<file path="src/verilog/rio_defs.svh">
/*
  Register offsets, field positions and reset values of the remote I/O
  signal mapper.
  Assumes inclusion by bare name from the package and the top module.
*/
`ifndef RIO_DEFS_SVH
`define RIO_DEFS_SVH

// ============================================================
// register byte offsets (APB, aligned words; one each, four for each map)
`define RIO_CTRL_OFS        8'h00
`define RIO_FN_STATE_OFS    8'h04
`define RIO_WORDS_OFS       8'h08
`define RIO_CMD_MAP_OFS     8'h10
`define RIO_STAT_MAP_OFS    8'h20
`define RIO_MAP_WORDS       4

// ============================================================
// field positions
`define RIO_CTRL_WIDE_BIT   0
`define RIO_LANE_W          8
`define RIO_CMD_CODE_W      5
`define RIO_STAT_CODE_W     6
`define RIO_NARROW_BITS     8

// ============================================================
// reset values
`define RIO_CTRL_WIDE_RST   1'b1
`define RIO_CMD_MAP0_RST    32'h01090807
`define RIO_CMD_MAP1_RST    32'h00040302
`define RIO_CMD_MAP2_RST    32'h00000000
`define RIO_CMD_MAP3_RST    32'h00000000
`define RIO_STAT_MAP0_RST   32'h01090807
`define RIO_STAT_MAP1_RST   32'h1B1C0302
`define RIO_STAT_MAP2_RST   32'h0000001D
`define RIO_STAT_MAP3_RST   32'h21201F1E

`endif

</file>
<file path="src/verilog/rio_pkg.sv">
/*
  Types of the remote I/O signal mapper: function codes and state record.
  Assumes rio_defs.svh on the include path.
*/
`include "rio_defs.svh"

package rio_pkg;

  // ============================================================
  // function codes; declaration order fixes the codes, and the map
  // reset words in the header depend on that order
  localparam int RIO_N_IN  = 27;
  localparam int RIO_N_OUT = 36;

  typedef enum logic [`RIO_CMD_CODE_W-1:0] {
    IN_NONE, IN_FWD, IN_BWD, IN_HALT, IN_BRAKE, IN_PANEL, IN_TCAP,
    IN_SEL0, IN_SEL1, IN_SEL2, IN_SEL3,
    IN_GEN0, IN_GEN1, IN_GEN2, IN_GEN3, IN_GEN4, IN_GEN5, IN_GEN6,
    IN_GEN7, IN_GEN8, IN_GEN9, IN_GEN10, IN_GEN11, IN_GEN12,
    IN_GEN13, IN_GEN14, IN_GEN15
  } rio_in_fn_t;

  typedef enum logic [`RIO_STAT_CODE_W-1:0] {
    OUT_NONE, OUT_FWD_E, OUT_BWD_E, OUT_HALT_E, OUT_BRAKE_E,
    OUT_PANEL_E, OUT_TCAP_E,
    OUT_SEL0_E, OUT_SEL1_E, OUT_SEL2_E, OUT_SEL3_E,
    OUT_GEN0, OUT_GEN1, OUT_GEN2, OUT_GEN3, OUT_GEN4, OUT_GEN5,
    OUT_GEN6, OUT_GEN7, OUT_GEN8, OUT_GEN9, OUT_GEN10, OUT_GEN11,
    OUT_GEN12, OUT_GEN13, OUT_GEN14, OUT_GEN15,
    OUT_FAULT, OUT_WARN, OUT_BUSY, OUT_OVLD, OUT_RUN, OUT_SPD,
    OUT_TLIM, OUT_MAINS, OUT_DIR
  } rio_out_fn_t;

  typedef struct packed {
    logic                      wide;
    logic [3:0][31:0]          cmd_map;
    logic [3:0][31:0]          stat_map;
    logic [RIO_N_IN-1:0]       fn;
    logic [15:0]               stat;
    logic [31:0]               prdata;
    logic                      pready;
    logic                      pslverr;
  } rio_state_t;

endpackage : rio_pkg

</file>
<file path="src/verilog/rio_slot.sv">
/*
  One command bit position: turns its assigned function code and bit
  value into per-function active and inactive hits.
  Assumes the code field comes from the mapper's assignment register.
*/
`timescale 1ns/1ps
`default_nettype none

module rio_slot #(
  parameter int N_FN   = 27,
  parameter int CODE_W = 5
) (
  // assignment
  input  wire logic [CODE_W-1:0] code,
  input  wire logic              en,
  // command bit
  input  wire logic              bit_in,
  // per-function hits
  output logic      [N_FN-1:0]   hit_on,
  output logic      [N_FN-1:0]   hit_off
);

  // code 0 is the unused slot and codes past the table match nothing
  always_comb begin
    for (int f = 0; f < N_FN; f++) begin
      hit_on[f]  = en && (f != 0) && (code == CODE_W'(f)) && bit_in;
      hit_off[f] = en && (f != 0) && (code == CODE_W'(f)) && !bit_in;
    end
  end

endmodule : rio_slot

`default_nettype wire

</file>
<file path="src/verilog/rio_mapper.sv">
/*
  Remote I/O signal mapper: maps the remote command word onto the
  driver's input functions and builds the remote status word from the
  driver's state, with assignments held in APB registers.
  Assumes all inputs synchronous to clk; direct terminals arrive already
  decoded per function code.
*/
`timescale 1ns/1ps
`default_nettype none
`include "rio_defs.svh"

module rio_mapper #(
  parameter int ADDR_W = 8
) (
  // clock and reset
  input  wire logic                              clk,
  input  wire logic                              rst,
  // apb slave
  input  wire logic                              psel,
  input  wire logic                              penable,
  input  wire logic                              pwrite,
  input  wire logic [ADDR_W-1:0]                 paddr,
  input  wire logic [31:0]                       pwdata,
  input  wire logic [3:0]                        pstrb,
  output logic      [31:0]                       prdata,
  output logic                                   pready,
  output logic                                   pslverr,
  // remote words
  input  wire logic [15:0]                       remote_cmd_word,
  output logic      [15:0]                       remote_stat_word,
  // direct terminals, decoded per input function code
  input  wire logic [rio_pkg::RIO_N_IN-1:0]      direct_fn_on,
  input  wire logic [rio_pkg::RIO_N_IN-1:0]      direct_fn_assigned,
  // driver state
  input  wire logic                              fault_flag,
  input  wire logic                              warning_flag,
  input  wire logic                              internal_busy,
  input  wire logic                              overload_flag,
  input  wire logic                              motor_running,
  input  wire logic                              speed_reached,
  input  wire logic                              torque_limit_active,
  input  wire logic                              main_supply_on,
  input  wire logic                              rotation_fwd,
  // decoded input functions
  output logic                                   forward_run,
  output logic                                   backward_run,
  output logic                                   halt_decel,
  output logic                                   brake_release,
  output logic                                   panel_unlock,
  output logic                                   torque_cap,
  output logic      [3:0]                        op_data_select,
  output logic      [15:0]                       general_bits
);

  import rio_pkg::*;

  // ============================================================
  // state
  localparam rio_state_t RST_STATE = '{
    wide:     `RIO_CTRL_WIDE_RST,
    cmd_map:  {`RIO_CMD_MAP3_RST, `RIO_CMD_MAP2_RST,
               `RIO_CMD_MAP1_RST, `RIO_CMD_MAP0_RST},
    stat_map: {`RIO_STAT_MAP3_RST, `RIO_STAT_MAP2_RST,
               `RIO_STAT_MAP1_RST, `RIO_STAT_MAP0_RST},
    fn:       '0,
    stat:     16'h0000,
    prdata:   32'h00000000,
    pready:   1'b0,
    pslverr:  1'b0
  };

  rio_state_t s_q;
  rio_state_t s_d;

  // ============================================================
  // command bit slots
  logic [15:0][RIO_N_IN-1:0] slot_on;
  logic [15:0][RIO_N_IN-1:0] slot_off;

  for (genvar i = 0; i < 16; i++) begin : g_slot
    // narrow mode leaves the high byte out of the exchange
    logic slot_en;
    assign slot_en = s_q.wide || (i < `RIO_NARROW_BITS);
    rio_slot #(
      .N_FN   (RIO_N_IN),
      .CODE_W (`RIO_CMD_CODE_W)
    ) u_slot (
      .code    (s_q.cmd_map[i / 4][(i % 4) * `RIO_LANE_W +:
                                   `RIO_CMD_CODE_W]),
      .en      (slot_en),
      .bit_in  (remote_cmd_word[i]),
      .hit_on  (slot_on[i]),
      .hit_off (slot_off[i])
    );
  end

  // ============================================================
  // function combine, status build, apb
  logic [RIO_N_IN-1:0]         net_on;
  logic [RIO_N_IN-1:0]         net_off;
  logic [RIO_N_IN-1:0]         fn_now;
  logic [RIO_N_OUT-1:0]        fvec;
  logic [`RIO_STAT_CODE_W-1:0] scode;
  logic                        setup;
  logic                        access;
  logic [ADDR_W-1:0]           ofs;
  logic                        hit_ctrl;
  logic                        hit_fn;
  logic                        hit_words;
  logic                        hit_cmd;
  logic                        hit_stat;
  logic [1:0]                  widx;
  logic [31:0]                 rd;

  always_comb begin
    s_d = s_q;

    // unused slots hit nothing, so they are ignored here
    net_on  = '0;
    net_off = '0;
    for (int i = 0; i < 16; i++) begin
      net_on  = net_on | slot_on[i];
      net_off = net_off | slot_off[i];
    end

    // any active terminal turns a function on, except the normally closed inputs below
    fn_now = net_on | direct_fn_on;
    fn_now[IN_NONE] = 1'b0;

    // normally closed inputs: 1 unless some assigned terminal is 0
    fn_now[IN_PANEL] = !(net_off[IN_PANEL] ||
                         (direct_fn_assigned[IN_PANEL] &&
                          !direct_fn_on[IN_PANEL]));
    fn_now[IN_TCAP]  = !(net_off[IN_TCAP] ||
                         (direct_fn_assigned[IN_TCAP] &&
                          !direct_fn_on[IN_TCAP]));
    s_d.fn = fn_now;

    // output function vector indexed by status code
    fvec = '0;
    fvec[OUT_FWD_E]   = fn_now[IN_FWD];
    fvec[OUT_BWD_E]   = fn_now[IN_BWD];
    fvec[OUT_HALT_E]  = fn_now[IN_HALT];
    fvec[OUT_BRAKE_E] = fn_now[IN_BRAKE];
    fvec[OUT_PANEL_E] = fn_now[IN_PANEL];
    fvec[OUT_TCAP_E]  = fn_now[IN_TCAP];
    for (int k = 0; k < 4; k++) begin
      fvec[int'(OUT_SEL0_E) + k] = fn_now[int'(IN_SEL0) + k];
    end
    for (int k = 0; k < 16; k++) begin
      fvec[int'(OUT_GEN0) + k] = fn_now[int'(IN_GEN0) + k];
    end
    fvec[OUT_FAULT] = fault_flag;
    fvec[OUT_WARN]  = warning_flag;
    fvec[OUT_RUN]   = motor_running;
    fvec[OUT_TLIM]  = torque_limit_active;
    fvec[OUT_SPD]   = speed_reached;
    fvec[OUT_BUSY]  = internal_busy;
    fvec[OUT_OVLD]  = overload_flag;
    fvec[OUT_MAINS] = main_supply_on;
    fvec[OUT_DIR]   = rotation_fwd;

    // codes past the table read as unused
    for (int i = 0; i < 16; i++) begin
      scode = s_q.stat_map[i / 4][(i % 4) * `RIO_LANE_W +:
                                  `RIO_STAT_CODE_W];
      if (scode < `RIO_STAT_CODE_W'(RIO_N_OUT)) begin
        s_d.stat[i] = fvec[scode];
      end else begin
        s_d.stat[i] = 1'b0;
      end
      if (!s_q.wide && i >= `RIO_NARROW_BITS) begin
        s_d.stat[i] = 1'b0;
      end
    end

    // apb decode; pready rises in the access phase's first cycle
    setup     = psel && !penable;
    access    = psel && penable && s_q.pready;
    ofs       = paddr;
    widx      = ofs[3:2];
    hit_ctrl  = (ofs == ADDR_W'(`RIO_CTRL_OFS));
    hit_fn    = (ofs == ADDR_W'(`RIO_FN_STATE_OFS));
    hit_words = (ofs == ADDR_W'(`RIO_WORDS_OFS));
    hit_cmd   = (ofs[ADDR_W-1:4] ==
                 (ADDR_W-4)'(`RIO_CMD_MAP_OFS >> 4)) &&
                (ofs[1:0] == 2'b00);
    hit_stat  = (ofs[ADDR_W-1:4] ==
                 (ADDR_W-4)'(`RIO_STAT_MAP_OFS >> 4)) &&
                (ofs[1:0] == 2'b00);

    rd = 32'h00000000;
    if (hit_ctrl) begin
      rd[`RIO_CTRL_WIDE_BIT] = s_q.wide;
    end else if (hit_fn) begin
      rd[RIO_N_IN-1:0] = s_q.fn;
    end else if (hit_words) begin
      rd = {remote_cmd_word, s_q.stat};
    end else if (hit_cmd) begin
      rd = s_q.cmd_map[widx];
    end else if (hit_stat) begin
      rd = s_q.stat_map[widx];
    end

    if (setup) begin
      s_d.pready  = 1'b1;
      s_d.pslverr = !(hit_ctrl || hit_fn || hit_words ||
                      hit_cmd || hit_stat);
      s_d.prdata  = pwrite ? 32'h00000000 : rd;
    end else if (access) begin
      s_d.pready  = 1'b0;
      s_d.pslverr = 1'b0;
    end

    // writes land at the completing edge; reserved lane bits stay zero
    if (access && pwrite) begin
      if (hit_ctrl && pstrb[0]) begin
        s_d.wide = pwdata[`RIO_CTRL_WIDE_BIT];
      end
      for (int j = 0; j < 4; j++) begin
        if (hit_cmd && pstrb[j]) begin
          s_d.cmd_map[widx][j * `RIO_LANE_W +: `RIO_LANE_W] =
            {3'b000, pwdata[j * `RIO_LANE_W +: `RIO_CMD_CODE_W]};
        end
        if (hit_stat && pstrb[j]) begin
          s_d.stat_map[widx][j * `RIO_LANE_W +: `RIO_LANE_W] =
            {2'b00, pwdata[j * `RIO_LANE_W +: `RIO_STAT_CODE_W]};
        end
      end
    end
  end

  always_ff @(posedge clk or posedge rst) begin
    if (rst) begin
      s_q <= RST_STATE;
    end else begin
      s_q <= s_d;
    end
  end

  // ============================================================
  // outputs, all straight from the state register
  assign prdata           = s_q.prdata;
  assign pready           = s_q.pready;
  assign pslverr          = s_q.pslverr;
  assign remote_stat_word = s_q.stat;
  assign forward_run      = s_q.fn[IN_FWD];
  assign backward_run     = s_q.fn[IN_BWD];
  assign halt_decel       = s_q.fn[IN_HALT];
  assign brake_release    = s_q.fn[IN_BRAKE];
  assign panel_unlock     = s_q.fn[IN_PANEL];
  assign torque_cap       = s_q.fn[IN_TCAP];
  assign op_data_select   = s_q.fn[int'(IN_SEL0) +: 4];
  assign general_bits     = s_q.fn[int'(IN_GEN0) +: 16];

endmodule : rio_mapper

`default_nettype wire

</file>
<file path="config.mk">
export PLATFORM = sky130hd
export DESIGN_NAME = rio_mapper
export DESIGN_NICKNAME = d
export VERILOG_FILES = /design/src/verilog/rio_pkg.sv /design/src/verilog/rio_slot.sv /design/src/verilog/rio_mapper.sv
export VERILOG_INCLUDE_DIRS = /design/src /design/src/verilog
export SDC_FILE = /design/constraint.sdc
export NUM_CORES = 1
export LEC_CHECK = 0
export BUFFER_PORTS_ARGS = -buffer_cell sky130_fd_sc_hd__buf_2
export CORE_UTILIZATION = 45
export CTS_CLUSTER_SIZE = 40
export DETAILED_ROUTE_END_ITERATION = 10
export HOLD_SLACK_MARGIN = 0.08
export PLACE_DENSITY = 0.74
export SLEW_MARGIN = 5
export SYNTH_ARGS = -nofsm -noshare
export SYNTH_HDL_FRONTEND = slang
export SYNTH_SLANG_ARGS = --single-unit
</file>
<file path="constraint.sdc">
create_clock -name clk -period 8.26 [get_ports clk]
set_input_delay 0.413 -clock clk [delete_from_list [all_inputs] [get_ports clk]]
set_output_delay 0.413 -clock clk [all_outputs]
set_load 0.02 [all_outputs]
</file>
# ---- Word level (Yosys, flattened, before mapping)
# Cells that the tools add are included.
dict set report word_totals {
  register_bits 333
  in_bits 128
  output_inout_bits 76
  wordCells 1369
}
dict set report classes {
  n_mux 100
  order_cmp 34
  n_eq_ne 420
  reduce_logical 770
  bitwise 31
}
# cell n
set ops {}
lappend ops {{$mux 128} 14}
lappend ops {{$bwmux 128} 8}
lappend ops {{$eq 5x5->1 const B} 176}
lappend ops {{$logic_and 1x1->1} 738}
lappend ops {{$eq 5x4->1 const B} 128}
lappend ops {{$or 27x27->27} 16}
lappend ops {{$eq 5x3->1 const B} 64}
lappend ops {{$demux 32 s2} 4}
lappend ops {{$mux 32} 7}
lappend ops {{$eq 5x2->1 const B} 32}
lappend ops {{$bmux 32 s2} 2}
lappend ops {{$lt 6x7->1 const B} 16}
lappend ops {{$or 7x7->7} 15}
lappend ops {{$bmux 1 s6} 16}
lappend ops {{$lt 6x6->1 const B} 16}
lappend ops {{$eq 5x1->1 const B} 16}
lappend ops {{$mux 1} 41}
lappend ops {{$mux 31} 1}
lappend ops {{$mux 27} 1}
lappend ops {{$mux 24} 1}
lappend ops {{$logic_not 1->1} 22}
lappend ops {{$mux 16} 1}
lappend ops {{$eq 8x3->1 const B} 1}
lappend ops {{$eq 8x4->1 const B} 1}
lappend ops {{12 further kinds} 18}

# ---- Depth between registers and ports, before layout
# Gate-level depths: netlist (run 1).
dict set report logic_depth {
  ltp_word 23
  mapped_depth 15
  ltp_nobuf 10
}

# ---- Cells and area by module
# From an unflattened synthesis (run 1), not the netlist that was laid out.
dict set report hier_totals {
  cells_unflattened 3040
  hier_area_um2 24803.8
}
# mod cells_per_inst area_per_inst_um2 n_inst seq_area_each_um2
set modules_own_cells {}
lappend modules_own_cells {rio_mapper 1680 17476.8 1 6387.4}
lappend modules_own_cells {rio_slot 85 457.9 16 0.0}

# ---- Worst setup path before layout (run 1)
# No wires, ideal clock.
dict set report synth_timing {
  path_kind {register -> register}
  from {register s_q[205] in the netlist's numbering}
  to {register s_q (netlist bit remote_stat_word[9])}
  setup_ns 0.134
  required_time_ns 8.126
  stages_incl_launch_ff 11
  arrival_time_ns 2.891
  path_slack_ns 5.236
  period_less_slack_ns 3.024
  n_path_buf 3
  path_cell_list {dfstp_2 > clkbuf_1 > o32ai_1 > or3_1 > or4_1 > buf_2 > buf_6 > mux4_2 > and2_4 > o41ai_2 > a31oi_1}
}
# element line_no
set synth_rtl {}
lappend synth_rtl {{start: declaration} rio_mapper.sv:72} ;# rio_state_t s_q;
lappend synth_rtl {{start signal: assignment} rio_mapper.sv:235} ;# s_q <= RST_STATE;
lappend synth_rtl {{start signal: assignment} rio_mapper.sv:237} ;# s_q <= s_d;

==> results of run 1 <==
==> final cells by class <==
cell class	instances	area [um2]
diodes	5	12.5
clock buffers	39	761
clock inverters	11	86.3
fillers	4334	23700
inverters	53	206
multi-input cells	1614	13400
flip-flops and latches	253	6390
well taps	607	759
repair buffers	212	1180
==> power groups by stage <==
| stage | logic (mW) | clock network [mW] | registers, mW |
|---|---|---|---|
| global placement | 0.374 | 0 | 1.30 |
| detailed placement | 0.377 | 0 | 1.30 |
| global route | 0.404 | 1.25 | 1.28 |
| CTS | 0.380 | 1.20 | 1.28 |
| finish | 0.397 | 1.19 | 1.28 |
| floorplan | 0.215 | 0 | 1.29 |
==> metal layers <==
metal | up-vias | GRT usage (%)
li1 | 8340 | -
met1 | 10400 | 61.5
met2 | 1807 | 60.3
met3 | 340 | 16.4
met4 | 8 | 20.7
met5 | - | 0
==> placed cells by master (no fill, tap or decap), types with 37 or more instances in the layout <==
master and instances:
a21oi_1 37, buf_2 169, buf_4 40, dfrtp_1 208
dfstp_2 45, inv_1 46, mux2_2 158, mux2i_1 37
mux4_2 145, nand2_1 177, nand2b_1 51, nand3_1 102
nor2_1 125, nor2b_1 52, nor3_1 56, o21ai_0 92
o22ai_1 49
==> registers in the layout, summed over array words and instances (netlist names) <==
register and count:
prdata 32, brake_release 1, general_bits 16, remote_stat_word 16, torque_cap 1, g_slot.slot_en 1, op_data_select 4, backward_run 1
forward_run 1, panel_unlock 1, s_q 176, pready 1, pslverr 1, halt_decel 1
==> how the worst min path moves through the flow <==
stage                     cells after the start  slack (ns)        from    endpoint
final                                         2        0.13  pwdata[29]    s_q[202]
after global routing                          2        0.13  pwdata[29]    s_q[202]
after CTS                                     2        0.11  pwdata[29]    s_q[202]
after detailed placement                      2        0.47  prdata[11]  prdata[11]
after global placement                        2        0.46  prdata[12]  prdata[12]
after floorplan                               2        0.45  prdata[10]  prdata[10]
==> metrics by stage <==
| stage | setup slack (ns) | util (%) |
|---|---|---|
| floorplan | 0.965 | - |
| global placement | 3.67 | 47.1 |
| detailed placement | 3.69 | 47.1 |
| CTS | 3.67 | 49.0 |
| global route | 3.42 | 49.0 |
| finish | 3.24 | 49.0 |
==> repair_timing <==
action	4_1_cts	5_1_grt
resized for setup	0	0
hold endpoints to repair	73	0
hold buffers	3	0
setup endpoints to repair	0	0
==> cell families (layout without fill, tap and decap cells) <==
| kind of cell | count (synthesis) | count (layout) | synth area share [%] |
|---|---|---|---|
| DFF | 253 | 253 | 30.2 |
| other | 0 | 5 | 0 |
| muxes | 340 | 340 | 25.6 |
| AOI/OAI and AO/OA | 427 | 427 | 14.5 |
| and+or+nand+nor | 847 | 847 | 22.7 |
| buffers and inverters | 308 | 315 | 6.96 |
==> results.toml, run 1 <==
[synthesis]
synth_area_mm2 = 0.0211
synth_top_cell_by_area = "dfrtp_1"
ys_async_sr_fraction_pct = 100
syn-instance-count = 2175
synth_top_cell_area_share_pct = 24.6
seq_area_frac_synth_pct = 30.2
synth_ff_type = "dfrtp_1"
synthTopCellsByArea = "dfrtp_1, mux4_2, mux2_2, dfstp_2, nand2_1"
netlist_top_cells_count = "dfrtp_1, nand2_1, mux2_2"
synth.most_common_cell = "dfrtp_1"
synth-seq-cells = 253
synth_edf_count = 0
yosys.cell_types.count = 97
syn_avg_cell_area_um2 = 9.72
synth_warnings = 0
syn-num-nets = 2303

[cells_and_area]
final_cells = 2794
nets = 2289
area_growth_pct = 7.65
drive_gt1_share_pct = 29.7
final_cell_area_mm2 = 0.0228

[power_and_ir_drop]
leakage_nw = 8.69
p_sw_uw = 838
p_sw_share_pct = 29.2
irDropWorstVdd_mv = 0.203
power.total_mw = 2.87
pwr_density_cell_mw_per_mm2 = 126
internal_power_mw = 2.03
clkPwrFrac_pct = 41.4
pwr-share-comb_pct = 13.8
pwr-share-seq_pct = 44.8

[detailed_routing]
top_layer = "met5"
drc_errors = 0
antenna_left = 0
wirelength_um = 106000
dr_wl_met2_um = 42700
firstDrtPassIters = 7
num_vias = 20900
routedWlPerCell_um = 38.1
wl_met1_um = 41400
wl_met3_um = 16200
via_per_inst = 7.47
dr.first_iter.drc_count = 3743

[setup_path]
crit_end = "remote_stat_word[6]"
start_kind = "register"
worst_path_largest_cell_delay_ns = 0.98
r2r_cells = 10
critPathLaunch = "g_slot[10].slot_en"
cp_max_fo = 53
cp_slowest_cell = "a311oi_1"
path_depth = 10
critPathCaptureType = "register"
timing.rr.start = "g_slot[10].slot_en"
worst_path_dominant_cell_family = "compound AO/OA/AOI/OAI gates"
r2r_setup_slack_ns = 3.24
cp_cell_sequence = "buf_4, and3_1, nand2_1, o32ai_1, nor4_1, and2_1, mux4_2, o22a_1, o311a_1, a311oi_1"
crit_buf_inv = 1
critical_path_required_ns = 8.61
cp.arrival_ns = 5.37
rr_endpoint = "remote_stat_word[6]"
critical_path_class = "register to register"

[cts]
cts_setup_buffers = 0
insertion_delay_ns = 0.59
numClockSinks = 253
cts_tree = "built"
h-tree-depth = 1
path_clk_slew_ns = 0.06
clockBufferDepth = 3
cts_buffers = 27
cts-root-buf = "clkbuf_16"

[run]
drv_cap = 0

[grt]
track_usage_pct = 44.2
grt_max_degree = 102
grt_pass1_vias = 19400
grt_first_pass_wirelength_um = 149000
grt_overflow = 0
antenna_found_initial = 9

[timing]
finClkSkew_ns = 0.0181
max_freq_ghz = 0.199
fin_hold_ws_ns = 0.131
worst_slew_pin_slew_ns = 1.29
grt_setup_unrepaired = "no"
min_period_over_period_pct = 60.7
min_period_ns = 5.02
finalHoldViolCount = 0
maxSlewViolCount = 0
finalSetupViolCount = 0
maxSlewHeadroom_pct = 13.0
final.setup.tns_ns = 0

[outcome]
status = "complete, no violations"

[place]
place_hpwl_um = 79100
port_buffers = 169
placed_area_mm2 = 0.0219
place.gp.congestion = 1.05
dp_cells = 2736

[die]
placementRows = 79
die_w_um = 219
start_util_pct = 45.5
ioPinCount = 204
core_area_mm2 = 0.0465
die_area_mm2 = 0.0479
die_h_um = 219

[hold_path]
hold_class = "input port to register"
Power figures use the tool's default switching activity.
==> run 2, diff against run 1 <==
--- a/config.mk
+++ b/config.mk
@@ -11,7 +11,7 @@
 export CTS_CLUSTER_SIZE = 40
 export DETAILED_ROUTE_END_ITERATION = 10
 export HOLD_SLACK_MARGIN = 0.08
-export PLACE_DENSITY = 0.74
+export PLACE_DENSITY = 0.77
 export SLEW_MARGIN = 5
 export SYNTH_ARGS = -nofsm -noshare
 export SYNTH_HDL_FRONTEND = slang
==> constraint.sdc (replaced) <==
create_clock -name clk -period 4.2 [get_ports clk]
set_input_delay 0.21 -clock clk [delete_from_list [all_inputs] [get_ports clk]]
set_output_delay 0.21 -clock clk [all_outputs]
set_load 0.02 [all_outputs]
==> results.toml, run 2 (synthesized netlist as in run 1, its figures left out) <==
[setup_path]
worst_path_largest_cell_delay_ns = 1.15
cpMostUsedCell = "buf_4"
r2r_setup_slack_ns = 0.14
cp_max_fo = 7
timing.rr.start = "s_q[230]"
start_kind = "register"
cp_slowest_cell = "nor4b_1"
critical_path_class = "register to register"
rr_endpoint = "remote_stat_word[8]"
cp_cell_sequence = "nor4b_1, a22oi_1, nand3_1, nor4_1, buf_4, nand4_1, buf_4, mux4_2, mux2_2, nor2_1, o311ai_1"
r2r_cells = 11
critPathCaptureType = "register"
worst_path_dominant_cell_family = "simple AND/OR/NAND/NOR gates"
critical_path_required_ns = 4.61
cp.arrival_ns = 4.47
crit_buf_inv = 2

[cts]
clockBufferDepth = 3
h-tree-depth = 1
cts-root-buf = "clkbuf_16"
cts_setup_buffers = 0
insertion_delay_ns = 0.59
cts_buffers = 29
cts_tree = "built"
numClockSinks = 253
path_clk_slew_ns = 0.06

[timing]
fin_hold_ws_ns = 0.103
finalHoldViolCount = 0
maxSlewViolCount = 0
final.setup.tns_ns = 0
min_period_over_period_pct = 96.6
worst_slew_pin_slew_ns = 1.35
setup_slack_ns = 0.144
max_freq_ghz = 0.247
finClkSkew_ns = 0.0219
grt_setup_unrepaired = "no"
min_period_ns = 4.06
finalSetupViolCount = 0
maxSlewHeadroom_pct = 8.66

[die]
die_w_um = 219
start_util_pct = 45.5
die_area_mm2 = 0.0479
die_h_um = 219
placementRows = 79
core_area_mm2 = 0.0465
ioPinCount = 204

[detailed_routing]
num_vias = 22000
antenna_left = 0
via_per_inst = 7.38
drc_errors = 0
firstDrtPassIters = 8
wirelength_um = 110000
routedWlPerCell_um = 37.1
dr.first_iter.drc_count = 3799

[cells_and_area]
drive_gt1_share_pct = 33.9
regMostFlops = "s_q"
final_cell_mix = "dfrtp_1, nand2_1, buf_4"
nets = 2469
area_growth_pct = 15.8
final_cell_area_mm2 = 0.0245
largest_reg_flops = 176
final_common_cell = "dfrtp_1"

[place]
place_hpwl_um = 85500
pre_cts_ws_ns = 0.253
place.gp.congestion = 1.15
port_buffers = 169
placed_area_mm2 = 0.0231

[hold_path]
hold-path-endpoint = "g_slot[10].slot_en"
hold_path_depth = 4
min-delay-start = "pstrb[0]"
hold_class = "input port to register"

[run]
drv_cap = 0

[power_and_ir_drop]
irDropWorstVdd_mv = 0.377
pwr_density_cell_mw_per_mm2 = 255
leakage_nw = 9.67

[grt]
grt_first_pass_wirelength_um = 154000
grt_pass1_vias = 20400
grt_overflow = 0
grt_max_degree = 118
antenna_found_initial = 3
track_usage_pct = 45.6

[outcome]
status = "complete, no violations"
## run 2: cell types whose count changed in the layout (fill, tap and decap cells not counted), sizes merged
| cell | delta |
|---|---|
| bufinv | +6 |
| buf | +148 |
| inv | +1 |
| clkinv | -3 |
| clkbuf | -4 |
| dlygate4sd3 | +30 |
| clkinvlp | +4 |
| diode | -2 |
## run 2: final cells by class
cell class | count | area (um2)
repair buffers | 390 | 2730
clock buffers | 35 | 778
multi-input cells | 1614 | 13300
inverters | 53 | 203
fillers | 4143 | 22000
clock inverters | 19 | 290
diodes | 3 | 7.51
well taps | 607 | 759
flip-flops and latches | 253 | 6390
## run 2: stage by stage
stage / instances / utilization (%) / power, mW
6_report: 2974 / 52.7 / 6.25
5_1_grt: 2971 / 52.7 / 6.36
4_1_cts: 2971 / 52.7 / 6.21
3_5_place_dp: 2884 / 49.7 / 3.38
3_3_place_gp: 2884 / 49.7 / 3.37
2_1_floorplan: 2175 / - / 2.96
## run 2: routing by layer
| metal | up-vias | routed length, um | GRT usage [%] |
|---|---|---|---|
| met1 | 11000 | 43200 | 63.5 |
| li1 | 8719 | - | - |
| met3 | 317 | 15200 | 13.5 |
| met5 | - | 0 | 0 |
| met2 | 1969 | 46000 | 65.1 |
| met4 | 0 | 5950 | 20.0 |
## run 2: worst max path at each step
stage	startpoint	to	slack (ns)	cells after the start
6_report	s_q[230]	remote_stat_word[8]	0.14	11
5_1_grt	g_slot[10].slot_en	remote_stat_word[3]	0.16	12
4_1_cts	g_slot[10].slot_en	remote_stat_word[14]	0.21	10
3_5_place_dp	g_slot[10].slot_en	remote_stat_word[3]	0.25	12
3_3_place_gp	g_slot[10].slot_en	remote_stat_word[3]	0.30	12
2_1_floorplan	rst	backward_run	0.70	1
## run 2: tightest hold or removal path, stage by stage
cell and delay, ns:
buf_2 0.13, nand2_1 0.06, nor3_1 0.04, mux2_2 0.22
## run 2: what timing repair did
item                                   in CTS  in global routing
resized for setup                           0                  1
setup endpoints to repair                   0                  1
hold buffers                               33                  0
endpoints found under the hold margin     113                  0
## run 2: power by group
group | internal (mW) | switching [mW] | total, mW
Sequential | 2.47 | 0.0571 | 2.53
Combinational | 0.323 | 0.549 | 0.872
Clock | 1.71 | 1.14 | 2.85
